File: config.mk
export PLATFORM = sky130hd
export DESIGN_NAME = phy_status_summary_and_interrupt
export DESIGN_NICKNAME = d
export VERILOG_FILES = /design/src/pkg/phy_status_pkg.sv /design/src/hw/latch_bank.sv /design/src/hw/phy_status_summary_and_interrupt.sv
export SDC_FILE = /design/constraint.sdc
export NUM_CORES = 1
export LEC_CHECK = 0
export BUFFER_PORTS_ARGS = -buffer_cell sky130_fd_sc_hd__buf_4
export CAP_MARGIN = 30
export CORE_MARGIN = 2
export CORE_UTILIZATION = 60
export CTS_CLUSTER_DIAMETER = 80
export DETAILED_ROUTE_END_ITERATION = 10
export PLACE_DENSITY = 0.79
export SLEW_MARGIN = 5
export SYNTH_ARGS = -nofsm -noshare
export SYNTH_HDL_FRONTEND = slang
export SYNTH_SLANG_ARGS = --single-unit
File: constraint.sdc
create_clock -name sys_clk -period 2.5 [get_ports sys_clk]
set_input_delay 0.25 -clock sys_clk [delete_from_list [all_inputs] [get_ports sys_clk]]
set_output_delay 0.25 -clock sys_clk [all_outputs]
set_load 0.03 [all_outputs]
File: src/pkg/phy_status_pkg.sv
// constants shared by the status summary and interrupt block
//
// What this block does
// - duplex status is 1 only in full duplex
// - read-only summary register at address 19h
// - bits 10:8 carry the resolved common mode
// - latched bits hold until their register is read
// - link bit 2 latched low until read
// - bit 15 negotiation done, bit 3 speed
// - bit 4 partner able, bit 1 strap-reset enable
// - bit 5 latches high on page received
// - bits 7,14,13,12 latch high on their events
// - bit 0 latches high on jabber
// - bit 11 pause, bit 6 remote fault
// - led shows duplex, interrupt or transmit activity
// - bit 14 enables interrupt mode, resets 0
// - bit 11 masks duplex change, resets 1
// - bit 10 masks speed change, resets 1
// - bit 9 masks link change, resets 1
// - bit 8 master mask blocks all, resets 1
// - bit 3 flags duplex change, read clears
// - bit 2 flags speed change, read clears
// - bit 1 flags link change, read clears
// - bit 0 and pin show unmasked pending change
`default_nettype none

package phy_status_pkg;

  // ****************************************************
  // register addresses
  // ****************************************************
  localparam logic [4:0] ADDR_STATUS_SUMMARY = 5'h19;
  localparam logic [4:0] ADDR_INTERRUPT_CONTROL_STATUS = 5'h1A;

  // ****************************************************
  // status summary fields
  // ****************************************************
  localparam int SUM_AN_COMPLETE = 15;
  localparam int SUM_PAUSE = 11;
  localparam int SUM_MODE_HI = 10;
  localparam int SUM_MODE_LO = 8;
  localparam int SUM_REMOTE_FAULT = 6;
  localparam int SUM_PARTNER_AN = 4;
  localparam int SUM_SPEED = 3;
  localparam int SUM_AN_ENABLED = 1;

  // latched summary bits, bank index order
  localparam int LAT_W = 7;
  localparam int LAT_JABBER = 0;
  localparam int LAT_LINK = 1;
  localparam int LAT_PAGE = 2;
  localparam int LAT_PD_FAULT = 3;
  localparam int LAT_ABILITY = 4;
  localparam int LAT_ACK_DET = 5;
  localparam int LAT_CMPL_ACK = 6;
  localparam logic [LAT_W-1:0] LAT_LOW_MASK = 7'h02;
  localparam int SUM_JABBER = 0;
  localparam int SUM_LINK = 2;
  localparam int SUM_PAGE = 5;
  localparam int SUM_PD_FAULT = 7;
  localparam int SUM_ABILITY = 12;
  localparam int SUM_ACK_DET = 13;
  localparam int SUM_CMPL_ACK = 14;

  // ****************************************************
  // interrupt register fields
  // ****************************************************
  localparam int IRQ_LED_SEL = 15;
  localparam int IRQ_MODE_ON = 14;
  localparam int IRQ_DUP_MASK = 11;
  localparam int IRQ_SPEED_CHANGE_MASK = 10;
  localparam int IRQ_LINK_MASK = 9;
  localparam int IRQ_MASTER_MASK = 8;
  localparam int FLAG_W = 4;
  localparam int IRQ_PENDING = 0;
  localparam int IRQ_LINK_CHG = 1;
  localparam int IRQ_SPD_CHG = 2;
  localparam int IRQ_DUP_CHG = 3;
  localparam logic [FLAG_W-1:0] FLAG_LOW_MASK = 4'h0;

  localparam logic RST_LED_SEL = 1'b0;
  localparam logic RST_MODE_ON = 1'b0;
  localparam logic RST_SRC_MASK = 1'b1;
  localparam logic RST_MASTER_MASK = 1'b1;

  // ****************************************************
  // resolved common mode codes
  // ****************************************************
  localparam logic [2:0] MODE_NONE = 3'h0;
  localparam logic [2:0] MODE_10_HALF = 3'h1;
  localparam logic [2:0] MODE_10_FULL = 3'h2;
  localparam logic [2:0] MODE_100TX_HALF = 3'h3;
  localparam logic [2:0] MODE_100T4 = 3'h4;
  localparam logic [2:0] MODE_100TX_FULL = 3'h5;

  // ****************************************************
  // management frame
  // ****************************************************
  localparam int PREAMBLE_BITS = 32;
  localparam int HEADER_BITS = 13;
  localparam int TURN_BITS = 2;
  localparam int DATA_BITS = 16;
  localparam logic [1:0] OP_READ = 2'h2;
  localparam logic [1:0] OP_WRITE = 2'h1;

  typedef enum logic [2:0] {
    ST_PREAMBLE,
    ST_HEADER,
    ST_TURN,
    ST_READ,
    ST_WRITE
  } frame_state_t;

endpackage : phy_status_pkg

`default_nettype wire

File: src/hw/latch_bank.sv
// bank of latched-high and latched-low status bits
`default_nettype none

module latch_bank #(
  parameter int WIDTH = 4,
  parameter logic [WIDTH-1:0] LOW_MASK = '0
)
(
  // clock and reset
  input wire logic sys_clk,
  input wire logic reset_n,
  // condition levels and per-bit clear
  input wire logic [WIDTH-1:0] cond,
  input wire logic [WIDTH-1:0] clear,
  // latched value
  output logic [WIDTH-1:0] bits
);

  logic [WIDTH-1:0] next_bits;

  // ****************************************************
  // next value
  // ****************************************************
  always_comb
  begin
    for (int i = 0; i < WIDTH; i++)
    begin
      if (LOW_MASK[i])
      begin
        // a drop holds 0; clear re-arms to the present level
        next_bits[i] = cond[i] & (bits[i] | clear[i]);
      end
      else
      begin
        // the event wins over a clear in the same cycle
        next_bits[i] = cond[i] | (bits[i] & ~clear[i]);
      end
    end
  end

  always_ff @(posedge sys_clk)
  begin
    if (!reset_n)
    begin
      bits <= '0;
    end
    else
    begin
      bits <= next_bits;
    end
  end

endmodule : latch_bank

`default_nettype wire

File: src/hw/phy_status_summary_and_interrupt.sv
// status summary and interrupt registers behind the management serial port
`default_nettype none

module phy_status_summary_and_interrupt
  import phy_status_pkg::*;
#(
  parameter int PREAMBLE_LEN = PREAMBLE_BITS
)
(
  // clock and reset
  input wire logic sys_clk,
  input wire logic reset_n,
  // management serial interface
  input wire logic mdc,
  input wire logic mdio_in,
  output logic mdio_out,
  output logic mdio_oe,
  input wire logic [4:0] phy_addr,
  // auto-negotiation status
  input wire logic autoneg_strap_pin,
  input wire logic autoneg_enabled,
  input wire logic autoneg_complete,
  input wire logic an_complete_ack_state,
  input wire logic an_ack_detected,
  input wire logic an_ability_detect,
  input wire logic pause_resolved,
  input wire logic [2:0] resolved_common_mode,
  input wire logic parallel_detect_fault,
  input wire logic remote_fault,
  input wire logic page_received,
  input wire logic partner_an_able,
  // link, speed, duplex and jabber status
  input wire logic speed_100,
  input wire logic link_pass,
  input wire logic full_duplex,
  input wire logic jabber_detect,
  input wire logic transmit_activity_led,
  // pins
  output logic irq_out_n,
  output logic duplex_led_n
);

  // ****************************************************
  // declarations
  // ****************************************************
  frame_state_t state;
  logic mdc_q;
  logic mdc_rise;
  logic mdc_fall;
  logic [5:0] one_cnt;
  logic [4:0] bit_cnt;
  logic [HEADER_BITS-2:0] hdr;
  logic [HEADER_BITS-1:0] next_hdr;
  logic is_read;
  logic mapped;
  logic [4:0] reg_sel;
  logic [DATA_BITS-1:0] wr_data;
  logic [DATA_BITS-1:0] next_wr_data;
  logic [DATA_BITS-1:0] snap;
  logic read_done;
  logic write_done;
  logic [DATA_BITS-1:0] summary_value;
  logic [DATA_BITS-1:0] irq_value;

  logic duplex_led_select;
  logic irq_mode_on;
  logic duplex_change_mask;
  logic speed_change_mask;
  logic link_change_mask;
  logic master_irq_mask;
  logic an_enabled_bit;

  logic prev_valid;
  logic prev_duplex;
  logic prev_speed;
  logic prev_link;

  logic [LAT_W-1:0] lat_cond;
  logic [LAT_W-1:0] lat_clear;
  logic [LAT_W-1:0] latch_low_high;
  logic [FLAG_W-1:0] flag_cond;
  logic [FLAG_W-1:0] flag_clear;
  logic [FLAG_W-1:0] flags;
  logic duplex_changed;
  logic speed_changed;
  logic link_changed;
  logic irq_pending;
  logic unmasked_change;

  // ****************************************************
  // management clock edges
  // ****************************************************
  always_ff @(posedge sys_clk)
  begin
    if (!reset_n)
    begin
      mdc_q <= 1'b0;
    end
    else
    begin
      mdc_q <= mdc;
    end
  end

  assign mdc_rise = mdc & ~mdc_q;
  assign mdc_fall = ~mdc & mdc_q;
  assign next_hdr = {hdr, mdio_in};
  assign next_wr_data = {wr_data[DATA_BITS-2:0], mdio_in};

  // ****************************************************
  // frame receiver
  // ****************************************************
  always_ff @(posedge sys_clk)
  begin
    if (!reset_n)
    begin
      state <= ST_PREAMBLE;
      one_cnt <= '0;
      bit_cnt <= '0;
      hdr <= '0;
      is_read <= 1'b0;
      mapped <= 1'b0;
      reg_sel <= '0;
      wr_data <= '0;
      snap <= '0;
    end
    else if (mdc_rise)
    begin
      unique case (state)
        ST_PREAMBLE:
        begin
          if (mdio_in)
          begin
            if (int'(one_cnt) < PREAMBLE_LEN)
            begin
              one_cnt <= one_cnt + 6'h01;
            end
          end
          else
          begin
            // this zero is the first start bit
            if (int'(one_cnt) >= PREAMBLE_LEN)
            begin
              state <= ST_HEADER;
              bit_cnt <= '0;
            end
            one_cnt <= '0;
          end
        end
        ST_HEADER:
        begin
          hdr <= next_hdr[HEADER_BITS-2:0];
          bit_cnt <= bit_cnt + 5'h01;
          if (int'(bit_cnt) == HEADER_BITS - 1)
          begin
            bit_cnt <= '0;
            if (next_hdr[HEADER_BITS-1] && next_hdr[9:5] == phy_addr &&
                (next_hdr[11:10] == OP_READ || next_hdr[11:10] == OP_WRITE))
            begin
              state <= ST_TURN;
              is_read <= (next_hdr[11:10] == OP_READ);
              reg_sel <= next_hdr[4:0];
              mapped <= (next_hdr[4:0] == ADDR_STATUS_SUMMARY) ||
                        (next_hdr[4:0] == ADDR_INTERRUPT_CONTROL_STATUS);
              if (next_hdr[4:0] == ADDR_STATUS_SUMMARY)
              begin
                snap <= summary_value;
              end
              else
              begin
                snap <= irq_value;
              end
            end
            else
            begin
              state <= ST_PREAMBLE;
            end
          end
        end
        ST_TURN:
        begin
          bit_cnt <= bit_cnt + 5'h01;
          if (int'(bit_cnt) == TURN_BITS - 1)
          begin
            bit_cnt <= '0;
            state <= is_read ? ST_READ : ST_WRITE;
          end
        end
        ST_READ:
        begin
          bit_cnt <= bit_cnt + 5'h01;
          if (int'(bit_cnt) == DATA_BITS - 1)
          begin
            bit_cnt <= '0;
            state <= ST_PREAMBLE;
          end
        end
        ST_WRITE:
        begin
          wr_data <= next_wr_data;
          bit_cnt <= bit_cnt + 5'h01;
          if (int'(bit_cnt) == DATA_BITS - 1)
          begin
            bit_cnt <= '0;
            state <= ST_PREAMBLE;
          end
        end
      endcase
    end
  end

  assign read_done = mdc_rise && state == ST_READ && mapped &&
                     int'(bit_cnt) == DATA_BITS - 1;
  assign write_done = mdc_rise && state == ST_WRITE && mapped &&
                      int'(bit_cnt) == DATA_BITS - 1;

  // ****************************************************
  // read data driver
  // ****************************************************
  always_ff @(posedge sys_clk)
  begin
    if (!reset_n)
    begin
      mdio_oe <= 1'b0;
      mdio_out <= 1'b0;
    end
    else if (mdc_fall)
    begin
      if (state == ST_TURN && is_read && mapped && int'(bit_cnt) == TURN_BITS - 1)
      begin
        mdio_oe <= 1'b1;
        mdio_out <= 1'b0;
      end
      else if (state == ST_READ && mapped)
      begin
        mdio_oe <= 1'b1;
        mdio_out <= snap[4'(DATA_BITS - 1 - int'(bit_cnt))];
      end
      else
      begin
        mdio_oe <= 1'b0;
        mdio_out <= 1'b0;
      end
    end
  end

  // ****************************************************
  // read values
  // ****************************************************
  always_comb
  begin
    summary_value = '0;
    summary_value[SUM_AN_COMPLETE] = autoneg_complete;
    summary_value[SUM_CMPL_ACK] = latch_low_high[LAT_CMPL_ACK];
    summary_value[SUM_ACK_DET] = latch_low_high[LAT_ACK_DET];
    summary_value[SUM_ABILITY] = latch_low_high[LAT_ABILITY];
    summary_value[SUM_PAUSE] = pause_resolved;
    // 11x codes are passed through as the engine gives them
    summary_value[SUM_MODE_HI:SUM_MODE_LO] = resolved_common_mode;
    summary_value[SUM_PD_FAULT] = latch_low_high[LAT_PD_FAULT];
    summary_value[SUM_REMOTE_FAULT] = remote_fault;
    summary_value[SUM_PAGE] = latch_low_high[LAT_PAGE];
    summary_value[SUM_PARTNER_AN] = partner_an_able;
    summary_value[SUM_SPEED] = speed_100;
    summary_value[SUM_LINK] = latch_low_high[LAT_LINK];
    summary_value[SUM_AN_ENABLED] = an_enabled_bit;
    summary_value[SUM_JABBER] = latch_low_high[LAT_JABBER];
  end

  always_comb
  begin
    irq_value = '0;
    irq_value[IRQ_LED_SEL] = duplex_led_select;
    irq_value[IRQ_MODE_ON] = irq_mode_on;
    irq_value[IRQ_DUP_MASK] = duplex_change_mask;
    irq_value[IRQ_SPEED_CHANGE_MASK] = speed_change_mask;
    irq_value[IRQ_LINK_MASK] = link_change_mask;
    irq_value[IRQ_MASTER_MASK] = master_irq_mask;
    irq_value[FLAG_W-1:0] = flags;
  end

  // ****************************************************
  // interrupt control bits
  // ****************************************************
  always_ff @(posedge sys_clk)
  begin
    if (!reset_n)
    begin
      duplex_led_select <= RST_LED_SEL;
      irq_mode_on <= RST_MODE_ON;
      duplex_change_mask <= RST_SRC_MASK;
      speed_change_mask <= RST_SRC_MASK;
      link_change_mask <= RST_SRC_MASK;
      master_irq_mask <= RST_MASTER_MASK;
    end
    else if (write_done && reg_sel == ADDR_INTERRUPT_CONTROL_STATUS)
    begin
      // reserved and flag bits of the written word are ignored
      duplex_led_select <= next_wr_data[IRQ_LED_SEL];
      irq_mode_on <= next_wr_data[IRQ_MODE_ON];
      duplex_change_mask <= next_wr_data[IRQ_DUP_MASK];
      speed_change_mask <= next_wr_data[IRQ_SPEED_CHANGE_MASK];
      link_change_mask <= next_wr_data[IRQ_LINK_MASK];
      master_irq_mask <= next_wr_data[IRQ_MASTER_MASK];
    end
  end

  // ****************************************************
  // auto-negotiation enable bit, strap caught in reset
  // ****************************************************
  always_ff @(posedge sys_clk)
  begin
    if (!reset_n)
    begin
      an_enabled_bit <= autoneg_strap_pin;
    end
    else
    begin
      an_enabled_bit <= autoneg_enabled;
    end
  end

  // ****************************************************
  // change detection
  // ****************************************************
  always_ff @(posedge sys_clk)
  begin
    if (!reset_n)
    begin
      prev_valid <= 1'b0;
      prev_duplex <= 1'b0;
      prev_speed <= 1'b0;
      prev_link <= 1'b0;
    end
    else
    begin
      prev_valid <= 1'b1;
      prev_duplex <= full_duplex;
      prev_speed <= speed_100;
      prev_link <= link_pass;
    end
  end

  assign duplex_changed = prev_valid & (full_duplex != prev_duplex);
  assign speed_changed = prev_valid & (speed_100 != prev_speed);
  assign link_changed = prev_valid & (link_pass != prev_link);

  // ****************************************************
  // latched summary bits
  // ****************************************************
  always_comb
  begin
    lat_cond = '0;
    lat_cond[LAT_JABBER] = jabber_detect;
    lat_cond[LAT_LINK] = link_pass;
    lat_cond[LAT_PAGE] = page_received;
    lat_cond[LAT_PD_FAULT] = parallel_detect_fault;
    lat_cond[LAT_ABILITY] = an_ability_detect;
    lat_cond[LAT_ACK_DET] = an_ack_detected;
    lat_cond[LAT_CMPL_ACK] = an_complete_ack_state;
  end

  // clear only what the finished read showed, so later events stay
  always_comb
  begin
    lat_clear = '0;
    if (read_done && reg_sel == ADDR_STATUS_SUMMARY)
    begin
      lat_clear[LAT_JABBER] = snap[SUM_JABBER];
      // re-arm only a drop the read showed; a later drop must stay 0
      lat_clear[LAT_LINK] = ~snap[SUM_LINK];
      lat_clear[LAT_PAGE] = snap[SUM_PAGE];
      lat_clear[LAT_PD_FAULT] = snap[SUM_PD_FAULT];
      lat_clear[LAT_ABILITY] = snap[SUM_ABILITY];
      lat_clear[LAT_ACK_DET] = snap[SUM_ACK_DET];
      lat_clear[LAT_CMPL_ACK] = snap[SUM_CMPL_ACK];
    end
  end

  latch_bank #(
    .WIDTH(LAT_W),
    .LOW_MASK(LAT_LOW_MASK)
  ) u_summary_latches (
    .sys_clk(sys_clk),
    .reset_n(reset_n),
    .cond(lat_cond),
    .clear(lat_clear),
    .bits(latch_low_high)
  );

  // ****************************************************
  // change flags and pending interrupt
  // ****************************************************
  // flags being cleared by this read no longer hold the pending bit up
  assign unmasked_change = ~master_irq_mask &
    ((flags[IRQ_DUP_CHG] & ~flag_clear[IRQ_DUP_CHG] & ~duplex_change_mask) |
     (flags[IRQ_SPD_CHG] & ~flag_clear[IRQ_SPD_CHG] & ~speed_change_mask) |
     (flags[IRQ_LINK_CHG] & ~flag_clear[IRQ_LINK_CHG] & ~link_change_mask));

  always_comb
  begin
    flag_cond = '0;
    flag_cond[IRQ_DUP_CHG] = duplex_changed;
    flag_cond[IRQ_SPD_CHG] = speed_changed;
    flag_cond[IRQ_LINK_CHG] = link_changed;
    flag_cond[IRQ_PENDING] = unmasked_change;
  end

  always_comb
  begin
    flag_clear = '0;
    if (read_done && reg_sel == ADDR_INTERRUPT_CONTROL_STATUS)
    begin
      flag_clear = snap[FLAG_W-1:0];
    end
  end

  latch_bank #(
    .WIDTH(FLAG_W),
    .LOW_MASK(FLAG_LOW_MASK)
  ) u_change_flags (
    .sys_clk(sys_clk),
    .reset_n(reset_n),
    .cond(flag_cond),
    .clear(flag_clear),
    .bits(flags)
  );

  assign irq_pending = flags[IRQ_PENDING];

  // ****************************************************
  // interrupt and shared led pins
  // ****************************************************
  always_ff @(posedge sys_clk)
  begin
    if (!reset_n)
    begin
      irq_out_n <= 1'b1;
    end
    else
    begin
      irq_out_n <= ~(irq_mode_on & irq_pending);
    end
  end

  always_ff @(posedge sys_clk)
  begin
    if (!reset_n)
    begin
      duplex_led_n <= 1'b1;
    end
    else if (duplex_led_select)
    begin
      duplex_led_n <= ~full_duplex;
    end
    else if (irq_mode_on)
    begin
      duplex_led_n <= ~irq_pending;
    end
    else
    begin
      duplex_led_n <= ~transmit_activity_led;
    end
  end

endmodule : phy_status_summary_and_interrupt

`default_nettype wire

==> run metrics, run 1 <==
Critical Path AT=2540 ps; cell mode on critical path=ha_1; slowest CP cell=or4_1; Synth area leader=dfxtp_1; starting DRC count in detailed routing=about 230; Peak VDD IR=0.448 mV; H-Tree Level Count=3; crit end category=flop; CP peak stage delay=between 500 and 600 ps; most frequent cells in the layout=91 x dfxtp_1, 76 x nand2_1, 48 x mux2i_1, 43 x buf_4, 25 x nor2_1; Post-DP HPWL=~6500 um; worst path required time=between 2000 and 3000 ps; final period demand of the worst path=approximately 2300 ps; Sw Ratio=0.259; status=finished clean; via/cell ratio=about 5.7; sequential area share after synthesis=0.415; Slew @ Worst Pin=around 680 ps; Slew Viols, Final=0; vias in the first global route=3,262; RePlAce Congestion=between 0.8 and 0.9; Fmax=roughly 440 MHz; Pint=between 1.5 and 2 mW; Area Growth Syn to Fin=11.0%; Syn Inst Count=about 490; clock network fraction of design power=0.380; grt ovf=0; Comb pwr share=0.051; Worst-path clk slew=around 100 ps; CTS tree=done; Sw Pwr=between 600 and 700 uW; LEAKAGE=about 2 nW; slew margin rel.=0.550; Final setup viols=0; Fin Clk Skew=roughly 11 ps; Num CTS Buffers=9; core area=around 7000 um2; port bufs=31; crit path cell chain=ha_1 > and3_1 > ha_1 > nand4b_1 > or4_1 > a22oi_1 > o211ai_1; sequential power share=0.569; buffers and inverters on the worst path=0; Tcrit/Tclk final=0.919; layout cells sized above 1=0.135; CP startpoint kind=flop; net count reported at finish=about 540; Syn Area/Cell=~9 um2; via count=3,496; ANT cells=0; Area contributors post-synth=dfxtp_1 41%, mux2i_1 11%, nand2_1 6.5%; FFs w/ async S/R, synth=0; unrepaired setup endpoints after global routing=no; # Max-Cap Violations=0; Synth Cell Area=~4400 um2; CTS sink count=91; syn_nets=about 520; largest net degree at the start of global routing=74; die footprint=roughly 8000 um2; first drt pass iteration count=4; Die Ht=between 80 and 90 um; initial antenna violation count=0; Total GRT Usage=0.248; Post-synth EDFFs=0; DR WL/cell=approximately 15 um; filler cell count=596; Synth cell types=57; clk buf depth=2; Crit path max-delay family=simple AND/OR/NAND/NOR gates; critical path type=reg2reg; Hold WC Path Type=in2reg; Synth top area share=0.415; WHS=78.5 ps; post-cts resize count=0; Skew-Pair Late Insertion Delay=approximately 370 ps; Residual DRC=0; clk root buf=clkbuf_8; Die Width=89.6 um; first-pass GRT wire length=roughly 15,000 um; postcts setup bufs=0; site row count=31; final hold viol count=0; # IOs=32; Top FF cell, synth=dfxtp_1; Initial Util=0.612; commonest non-fill, non-tap cell in the layout=dfxtp_1; hold_buf cts=0; crit path max fanout=6; TNS Setup=0 ps; drt total wl=slightly above 9000 um; PD cells=533 nW/um2; FF+latch count, synth=around 90; post-route ant nets=0; Syn. warnings=0
[per-stage QoR]
stage	cell area, um2	total power [mW]	setup WS, ps	util	cells
after floorplan	4390	1.58	385	-	487
after detailed placement	4670	1.64	197	0.651	596
after global routing	4870	2.69	4.28	0.679	612
after CTS	4870	2.61	156	0.679	612
final	4870	2.60	202	0.679	612
after global placement	4670	1.64	299	0.651	596
[metal layers]
layer | global-route usage | wire [um] | vias up
li1 | - | - | 1747
met1 | 0.312 | 4300 | 1661
met2 | 0.419 | 4540 | 74
met3 | 0.0665 | 394 | 14
met4 | 0.0678 | 119 | 0
met5 | 0 | 0 | -
[Yosys cell counts (3+ instances only)]
cell type and instances:
nand2b_1 6, nand3_1 15, ha_1 8, dfxtp_1 91, o21a_1 8, nand3b_1 5, nor2_1 25, and4b_1 3
and2_1 5, nor2b_1 7, o211ai_1 3, xor2_1 12, a22oi_1 5, a211o_1 3, nand2_1 76, a21boi_0 16
mux2i_1 48, buf_2 8, o21ai_0 15, nor3b_1 4, nand4b_1 3, clkbuf_1 19, nand4_1 4, and3_1 15
or4_1 4, inv_1 17, a21oi_1 21
[power by group through the flow]
stage / clock network (mW) / logic (mW) / registers (mW)
2_1_floorplan: 0 / 0.0738 / 1.51
3_3_place_gp: 0 / 0.128 / 1.51
3_5_place_dp: 0 / 0.131 / 1.51
4_1_cts: 0.997 / 0.132 / 1.48
5_1_grt: 1.06 / 0.143 / 1.48
6_report: 0.987 / 0.131 / 1.48
[cells by family (layout without fill, tap and decap cells)]
kind of cell / Yosys count / count (layout) / share of synthesized area
AOI/OAI and AO/OA: 88 / 88 / 0.138
xor gates and xnor gates: 13 / 13 / 0.0259
adders and majority gates: 8 / 8 / 0.0228
buffers and inverters: 50 / 76 / 0.0519
DFF: 91 / 91 / 0.415
muxes: 51 / 51 / 0.122
and+or+nand+nor: 186 / 186 / 0.224
[layout make-up]
type                       instances  area (um2)  share of cell area
clock buffer                       9         124              0.0254
clock inverter                     7        75.1              0.0154
inverter                          17        63.8              0.0131
multi-input combinational        346        2340               0.481
sequential                        91        1820               0.374
tap                               99         124              0.0254
timing repair buffer              43         323              0.0662
[path summary, 6_finish.rpt]
kind,startpoint,slack [ps],to,cells after the start
worst max-delay path,bit_cnt[1],200,u_change_flags.bits[0],7
worst min-delay path,an_ability_detect,80,u_summary_latches.bits[4],2
worst max register to register,bit_cnt[1],200,u_change_flags.bits[0],7
worst min register to register,wr_data[11],460,wr_data[12],2
[worst reg2reg max path, cell delays in order, from the launching register on]
cell and delay (ps):
dfxtp_1 420, ha_1 240, and3_1 200, ha_1 200, nand4b_1 250, or4_1 570
a22oi_1 190, o211ai_1 110
[registers in the layout, summed over array words and instances, names as in the netlist, 3 cells and up]
name	count
snap	16
wr_data	15
hdr	12
u_summary_latches.bits	7
one_cnt	6
bit_cnt	5
reg_sel	5
u_change_flags.bits	4
state	3
Note: power is estimated with default switching activity, not from simulation.
==> inputs of run 2 (changes only) <==
--- a/config.mk
+++ b/config.mk
@@ -6,7 +6,6 @@
 export NUM_CORES = 1
 export LEC_CHECK = 0
 export BUFFER_PORTS_ARGS = -buffer_cell sky130_fd_sc_hd__buf_4
-export CAP_MARGIN = 30
 export CORE_MARGIN = 2
 export CORE_UTILIZATION = 60
 export CTS_CLUSTER_DIAMETER = 80
==> constraint.sdc (replaced) <==
create_clock -name sys_clk -period 2.5 [get_ports sys_clk]
set_input_delay 0.125 -clock sys_clk [delete_from_list [all_inputs] [get_ports sys_clk]]
set_output_delay 0.125 -clock sys_clk [all_outputs]
set_load 0.03 [all_outputs]
==> run 2 against run 1 <==
Compared with the run above: final area increased by 2.3%; register-to-register slack about the same; clock skew increased by 2.3 ps; clock-buffer cell count unchanged; total power increased by 0.58%; worst hold slack got worse by 65 ps; sequential cell count unchanged; global-route usage increased by 0.42 points; critical endpoint unchanged.
==> run metrics, run 2 (same netlist as run 1, synthesis figures left out) <==
grt met1 use=0.315; most frequent cells in the layout=91 x dfxtp_1, 76 x nand2_1, 48 x mux2i_1, 43 x buf_4, 25 x nor2_1; GR Util met3=0.0674; post-route ant nets=0; Reg2Reg Depth=7; Hold WC Path Type=in2reg; initial antenna violation count=0; Top reg by flops=snap; LEAKAGE=just over 2 nW; unrepaired setup endpoints after global routing=no; Design Area, Final=around 5000 um2; pre-CTS setup slack=~200 ps; Die Width=about 90 um; met2 usage=0.426; Peak VDD IR=between 0.4 and 0.5 mV; site row count=31; final period demand of the worst path=around 2300 ps; slew margin rel.=0.551; filler cell count=between 500 and 600; layout cells sized above 1=0.132; # Max-Cap Violations=0; Worst-path clk slew=approximately 100 ps; worst r2r dst=u_change_flags.bits[0]; final hold viol count=0; critical path type=reg2reg; CP Capture Point=u_change_flags.bits[0]; crit end category=flop; starting DRC count in detailed routing=between 200 and 250; PD cells=524 nW/um2; first drt pass iteration count=4; Critical Path AT=about 2600 ps; r2r setup slk=roughly 190 ps; DR WL/cell=about 15 um; via count=between 3,000 and 4,000; Skew-Pair Late Insertion Delay=between 300 and 400 ps; buffers and inverters on the worst path=0; post-cts resize count=0; RePlAce Congestion=about 0.84; Final setup viols=0; cell mode on critical path=ha_1; Initial Util=0.612; Post-DP HPWL=approximately 6500 um; crit path max fanout=6; Slew Viols, Final=0; Crit path max-delay family=simple AND/OR/NAND/NOR gates; ANT cells=0; global route hottest layer=met2; slowest CP cell=or4_1; status=finished clean; CTS tree=done; clk buf depth=2; die footprint=8020 um2; Num CTS Buffers=9; Critical R2R Launch=bit_cnt[1]; commonest non-fill, non-tap cell in the layout=dfxtp_1; CTS sink count=91; core area=between 7000 and 8000 um2; port bufs=31; clk root buf=clkbuf_8; vias in the first global route=~3,300; crit path from=bit_cnt[1]; max reg flops=16; crit path cell chain=ha_1 > and3_1 > ha_1 > nand4b_1 > or4_1 > a22oi_1 > o211ai_1; grt ovf=0; Fin Clk Skew=~13 ps; Slew @ Worst Pin=approximately 670 ps; Die Ht=89.6 um; TNS Setup=0 ps; CP peak stage delay=approximately 570 ps; Fmax=approximately 430 MHz; Residual DRC=0; H-Tree Level Count=3; hold path startpoint=link_pass; CP startpoint kind=flop; Hold Path Depth=2; Tcrit/Tclk final=0.924; via/cell ratio=between 5 and 6; worst path required time=between 2000 and 3000 ps; net count reported at finish=between 500 and 600; Total GRT Usage=0.252; # IOs=32; largest net degree at the start of global routing=74; Area Growth Syn to Fin=13.5%; Crit path depth=7; first-pass GRT wire length=roughly 15,000 um; post-route setup slack=191 ps; placed cell areas=4670 um2; drt total wl=about 9500 um; Regs by FF count=snap (16), wr_data (15), hdr (12)
==> run 2: layout make-up <==
type / instances / area (um2) / share of cell area
multi-input combinational: 346 / 2340 / 0.470
clock inverter: 7 / 75.1 / 0.0151
tap: 99 / 124 / 0.0249
sequential: 91 / 1820 / 0.366
clock buffer: 9 / 124 / 0.0249
inverter: 17 / 63.8 / 0.0128
timing repair buffer: 54 / 433 / 0.0869
==> run 2: power by group <==
group          leakage [nW]  internal (mW)  switching [mW]
Sequential            0.738           1.47          0.0110
Clock                0.0985          0.396           0.592
Combinational          1.20         0.0723          0.0737
Total                  2.04           1.94           0.677
==> run 2: per-stage QoR <==
| step | hold WS, ps | total power, mW | util | instances |
|---|---|---|---|---|
| 2_1_floorplan | 153 | 1.58 | - | 487 |
| 5_1_grt | 5.17 | 2.70 | 0.695 | 623 |
| 3_5_place_dp | 336 | 1.64 | 0.651 | 596 |
| 6_report | 13.3 | 2.61 | 0.695 | 623 |
| 4_1_cts | 2.75 | 2.62 | 0.692 | 621 |
| 3_3_place_gp | 333 | 1.64 | 0.651 | 596 |
==> run 2: what timing repair did <==
action / in CTS / in global routing
buffers inserted: 0 / 0
endpoints found under the setup margin: 0 / 4
hold buffers: 9 / 2
endpoints found under the hold margin: 8 / 2
==> run 2: routing by layer <==
metal	vias up	wire length, um
met5	-	0
met4	0	157
met3	17	311
met2	66	4690
met1	1669	4330
li1	1770	-
==> run 2: worst min path at each step <==
stage	to	slack (ps)
after floorplan	prev_valid	150
after global placement	u_summary_latches.bits[3]	330
after detailed placement	u_summary_latches.bits[4]	340
after CTS	prev_duplex	3
after global routing	prev_link	5
final	prev_link	10
==> inputs of run 3 (changes only) <==
--- a/config.mk
+++ b/config.mk
@@ -10,7 +10,9 @@
 export CORE_UTILIZATION = 60
 export CTS_CLUSTER_DIAMETER = 80
 export DETAILED_ROUTE_END_ITERATION = 10
+export MAX_ROUTING_LAYER = met4
 export PLACE_DENSITY = 0.79
+export RECOVER_POWER = 50
 export SLEW_MARGIN = 5
 export SYNTH_ARGS = -nofsm -noshare
 export SYNTH_HDL_FRONTEND = slang
==> run 3 against run 2 <==
Compared with the run above: sequential share of layout area up 0.26 points; clock power fell by 0.4%; sequential cell count did not move; cell count is the same; first-iteration DRC count down 16%; combinational power about the same; register-to-register slack got worse by 60 ps; clock-buffer cell count stayed put; critical path type unchanged; critical endpoint is now snap[0]; via count up 0.20%; sequential power about the same; core utilization decreased by 0.49 points.
==> run metrics, run 3 (same netlist as run 1, synthesis figures left out) <==
status=finished clean; critical path type=reg2reg; Fmax=423 MHz; commonest non-fill, non-tap cell in the layout=dfxtp_1; Final setup viols=0; DP Cell Count=about 600; site row count=31; worst r2r dst=snap[0]; register area=1820 um2; slowest CP cell=nor3b_2; worst path required time=2730 ps; port bufs=31; most frequent cells in the layout=91 x dfxtp_1, 76 x nand2_1, 48 x mux2i_1, 35 x buf_4, 25 x nor2_1; Die Ht=89.6 um; H-Tree Level Count=3; postcts setup bufs=0; ANT cells=0; LEAKAGE=between 2 and 2.5 nW; die footprint=around 8000 um2; crit end category=flop; met2 usage=0.424; initial antenna violation count=0; via/cell ratio=between 5 and 6; Num CTS Buffers=9; first-pass GRT wire length=~15,000 um; final hold viol count=0; TNS Setup=0 ps; CP Capture Point=snap[0]; via count=~3,500; GR Util met3=0.0665; # IOs=32; Reg2Reg Depth=6; Area Growth Syn to Fin=12.7%; global route hottest layer=met2; Total GRT Usage=0.259; post-route ant nets=0; Slew @ Worst Pin=between 800 and 900 ps; Residual DRC=0; Hold WC Path Type=in2reg; Critical R2R Launch=state[1]; crit path max fanout=17; Initial Util=0.612; Regs by FF count=snap (16), wr_data (15), hdr (12); net count reported at finish=roughly 560; clk root buf=clkbuf_8; slew margin rel.=0.459; core area=around 7200 um2; Tcrit/Tclk final=0.947; largest net degree at the start of global routing=74; post-cts resize count=0; clk buf depth=2; layout cells sized above 1=0.118; CTS tree=done; PD cells=approximately 530 nW/um2; Peak VDD IR=around 0.45 mV; Post-DP HPWL=around 6500 um; Skew-Pair Late Insertion Delay=~370 ps; crit path cell chain=clkbuf_1 > nor3b_2 > nand3b_4 > nand4b_1 > clkbuf_2 > mux2i_1; DR WL/cell=roughly 15 um; CTS sink count=between 90 and 100; buffers and inverters on the worst path=2; Crit path max-delay family=simple AND/OR/NAND/NOR gates; CP startpoint kind=flop; crit path from=state[1]; r2r setup slk=130 ps; unrepaired setup endpoints after global routing=no; first drt pass iteration count=4; grt met1 use=0.315; Multi-input gate area=approximately 2300 um2; filler cell count=roughly 600; drt total wl=approximately 9500 um; Critical Path AT=2600 ps; Slew Viols, Final=0; # Max-Cap Violations=0; CP peak stage delay=~650 ps; Fin Clk Skew=12.3 ps; Top reg by flops=snap; grt ovf=0; vias in the first global route=3,323; RePlAce Congestion=between 0.8 and 0.9; Die Width=roughly 90 um; starting DRC count in detailed routing=between 200 and 250; final period demand of the worst path=about 2400 ps; Worst-path clk slew=roughly 90 ps; Non-Filler Instances=623; max reg flops=16; Crit path depth=6
-- run 3: cell types whose count changed in the layout (fill, tap and decap cells not counted), sizes merged --
cell,before,now
buf,43,35
clkbuf,9,17
-- run 3: worst min-delay path by stage --
stage / startpoint / end / slack [ps] / cells past startpoint
6_report: mdc / mdc_q / 20 / 2
5_1_grt: mdc / mdc_q / 10 / 2
4_1_cts: full_duplex / prev_duplex / 3 / 2
3_5_place_dp: an_ability_detect / u_summary_latches.bits[4] / 340 / 2
3_3_place_gp: parallel_detect_fault / u_summary_latches.bits[3] / 330 / 2
2_1_floorplan: reset_n / prev_valid / 150 / 0
-- run 3: cell type report --
cell class / count / area share
Inverter: 17 / 0.0129
Multi-Input combinational cell: 346 / 0.472
Tap cell: 99 / 0.0250
Clock inverter: 7 / 0.0152
Clock buffer: 9 / 0.0250
Timing Repair Buffer: 54 / 0.0817
Sequential cell: 91 / 0.368
-- run 3: through the flow --
step                 util  total power [mW]  hold slack (ps)  instance area [um2]  worst slack (ps)
global placement    0.651              1.64              333                 4670               299
detailed placement  0.651              1.64              336                 4670               197
finish              0.690              2.61             15.3                 4950               134
CTS                 0.692              2.62             2.75                 4960               156
global route        0.690              2.70             11.4                 4950              8.74
floorplan               -              1.58              153                 4390               385
-- run 3: routing by layer --
metal / part of all wire / vias to the layer above
met5: 0 / -
met4: 0.014 / 0
met3: 0.051 / 12
met2: 0.49 / 80
met1: 0.44 / 1668
li1: - / 1769
-- run 3: power breakdown --
| part | internal [mW] | switching (mW) |
|---|---|---|
| combinational | 0.0700 | 0.0735 |
| clock | 0.395 | 0.589 |
| sequential | 1.47 | 0.0106 |
-- run 3: timing repair --
item                                    in CTS  in global routing
hold buffers                                 9                  2
hold endpoints to repair                     8                  2
endpoints found under the setup margin       0                  4
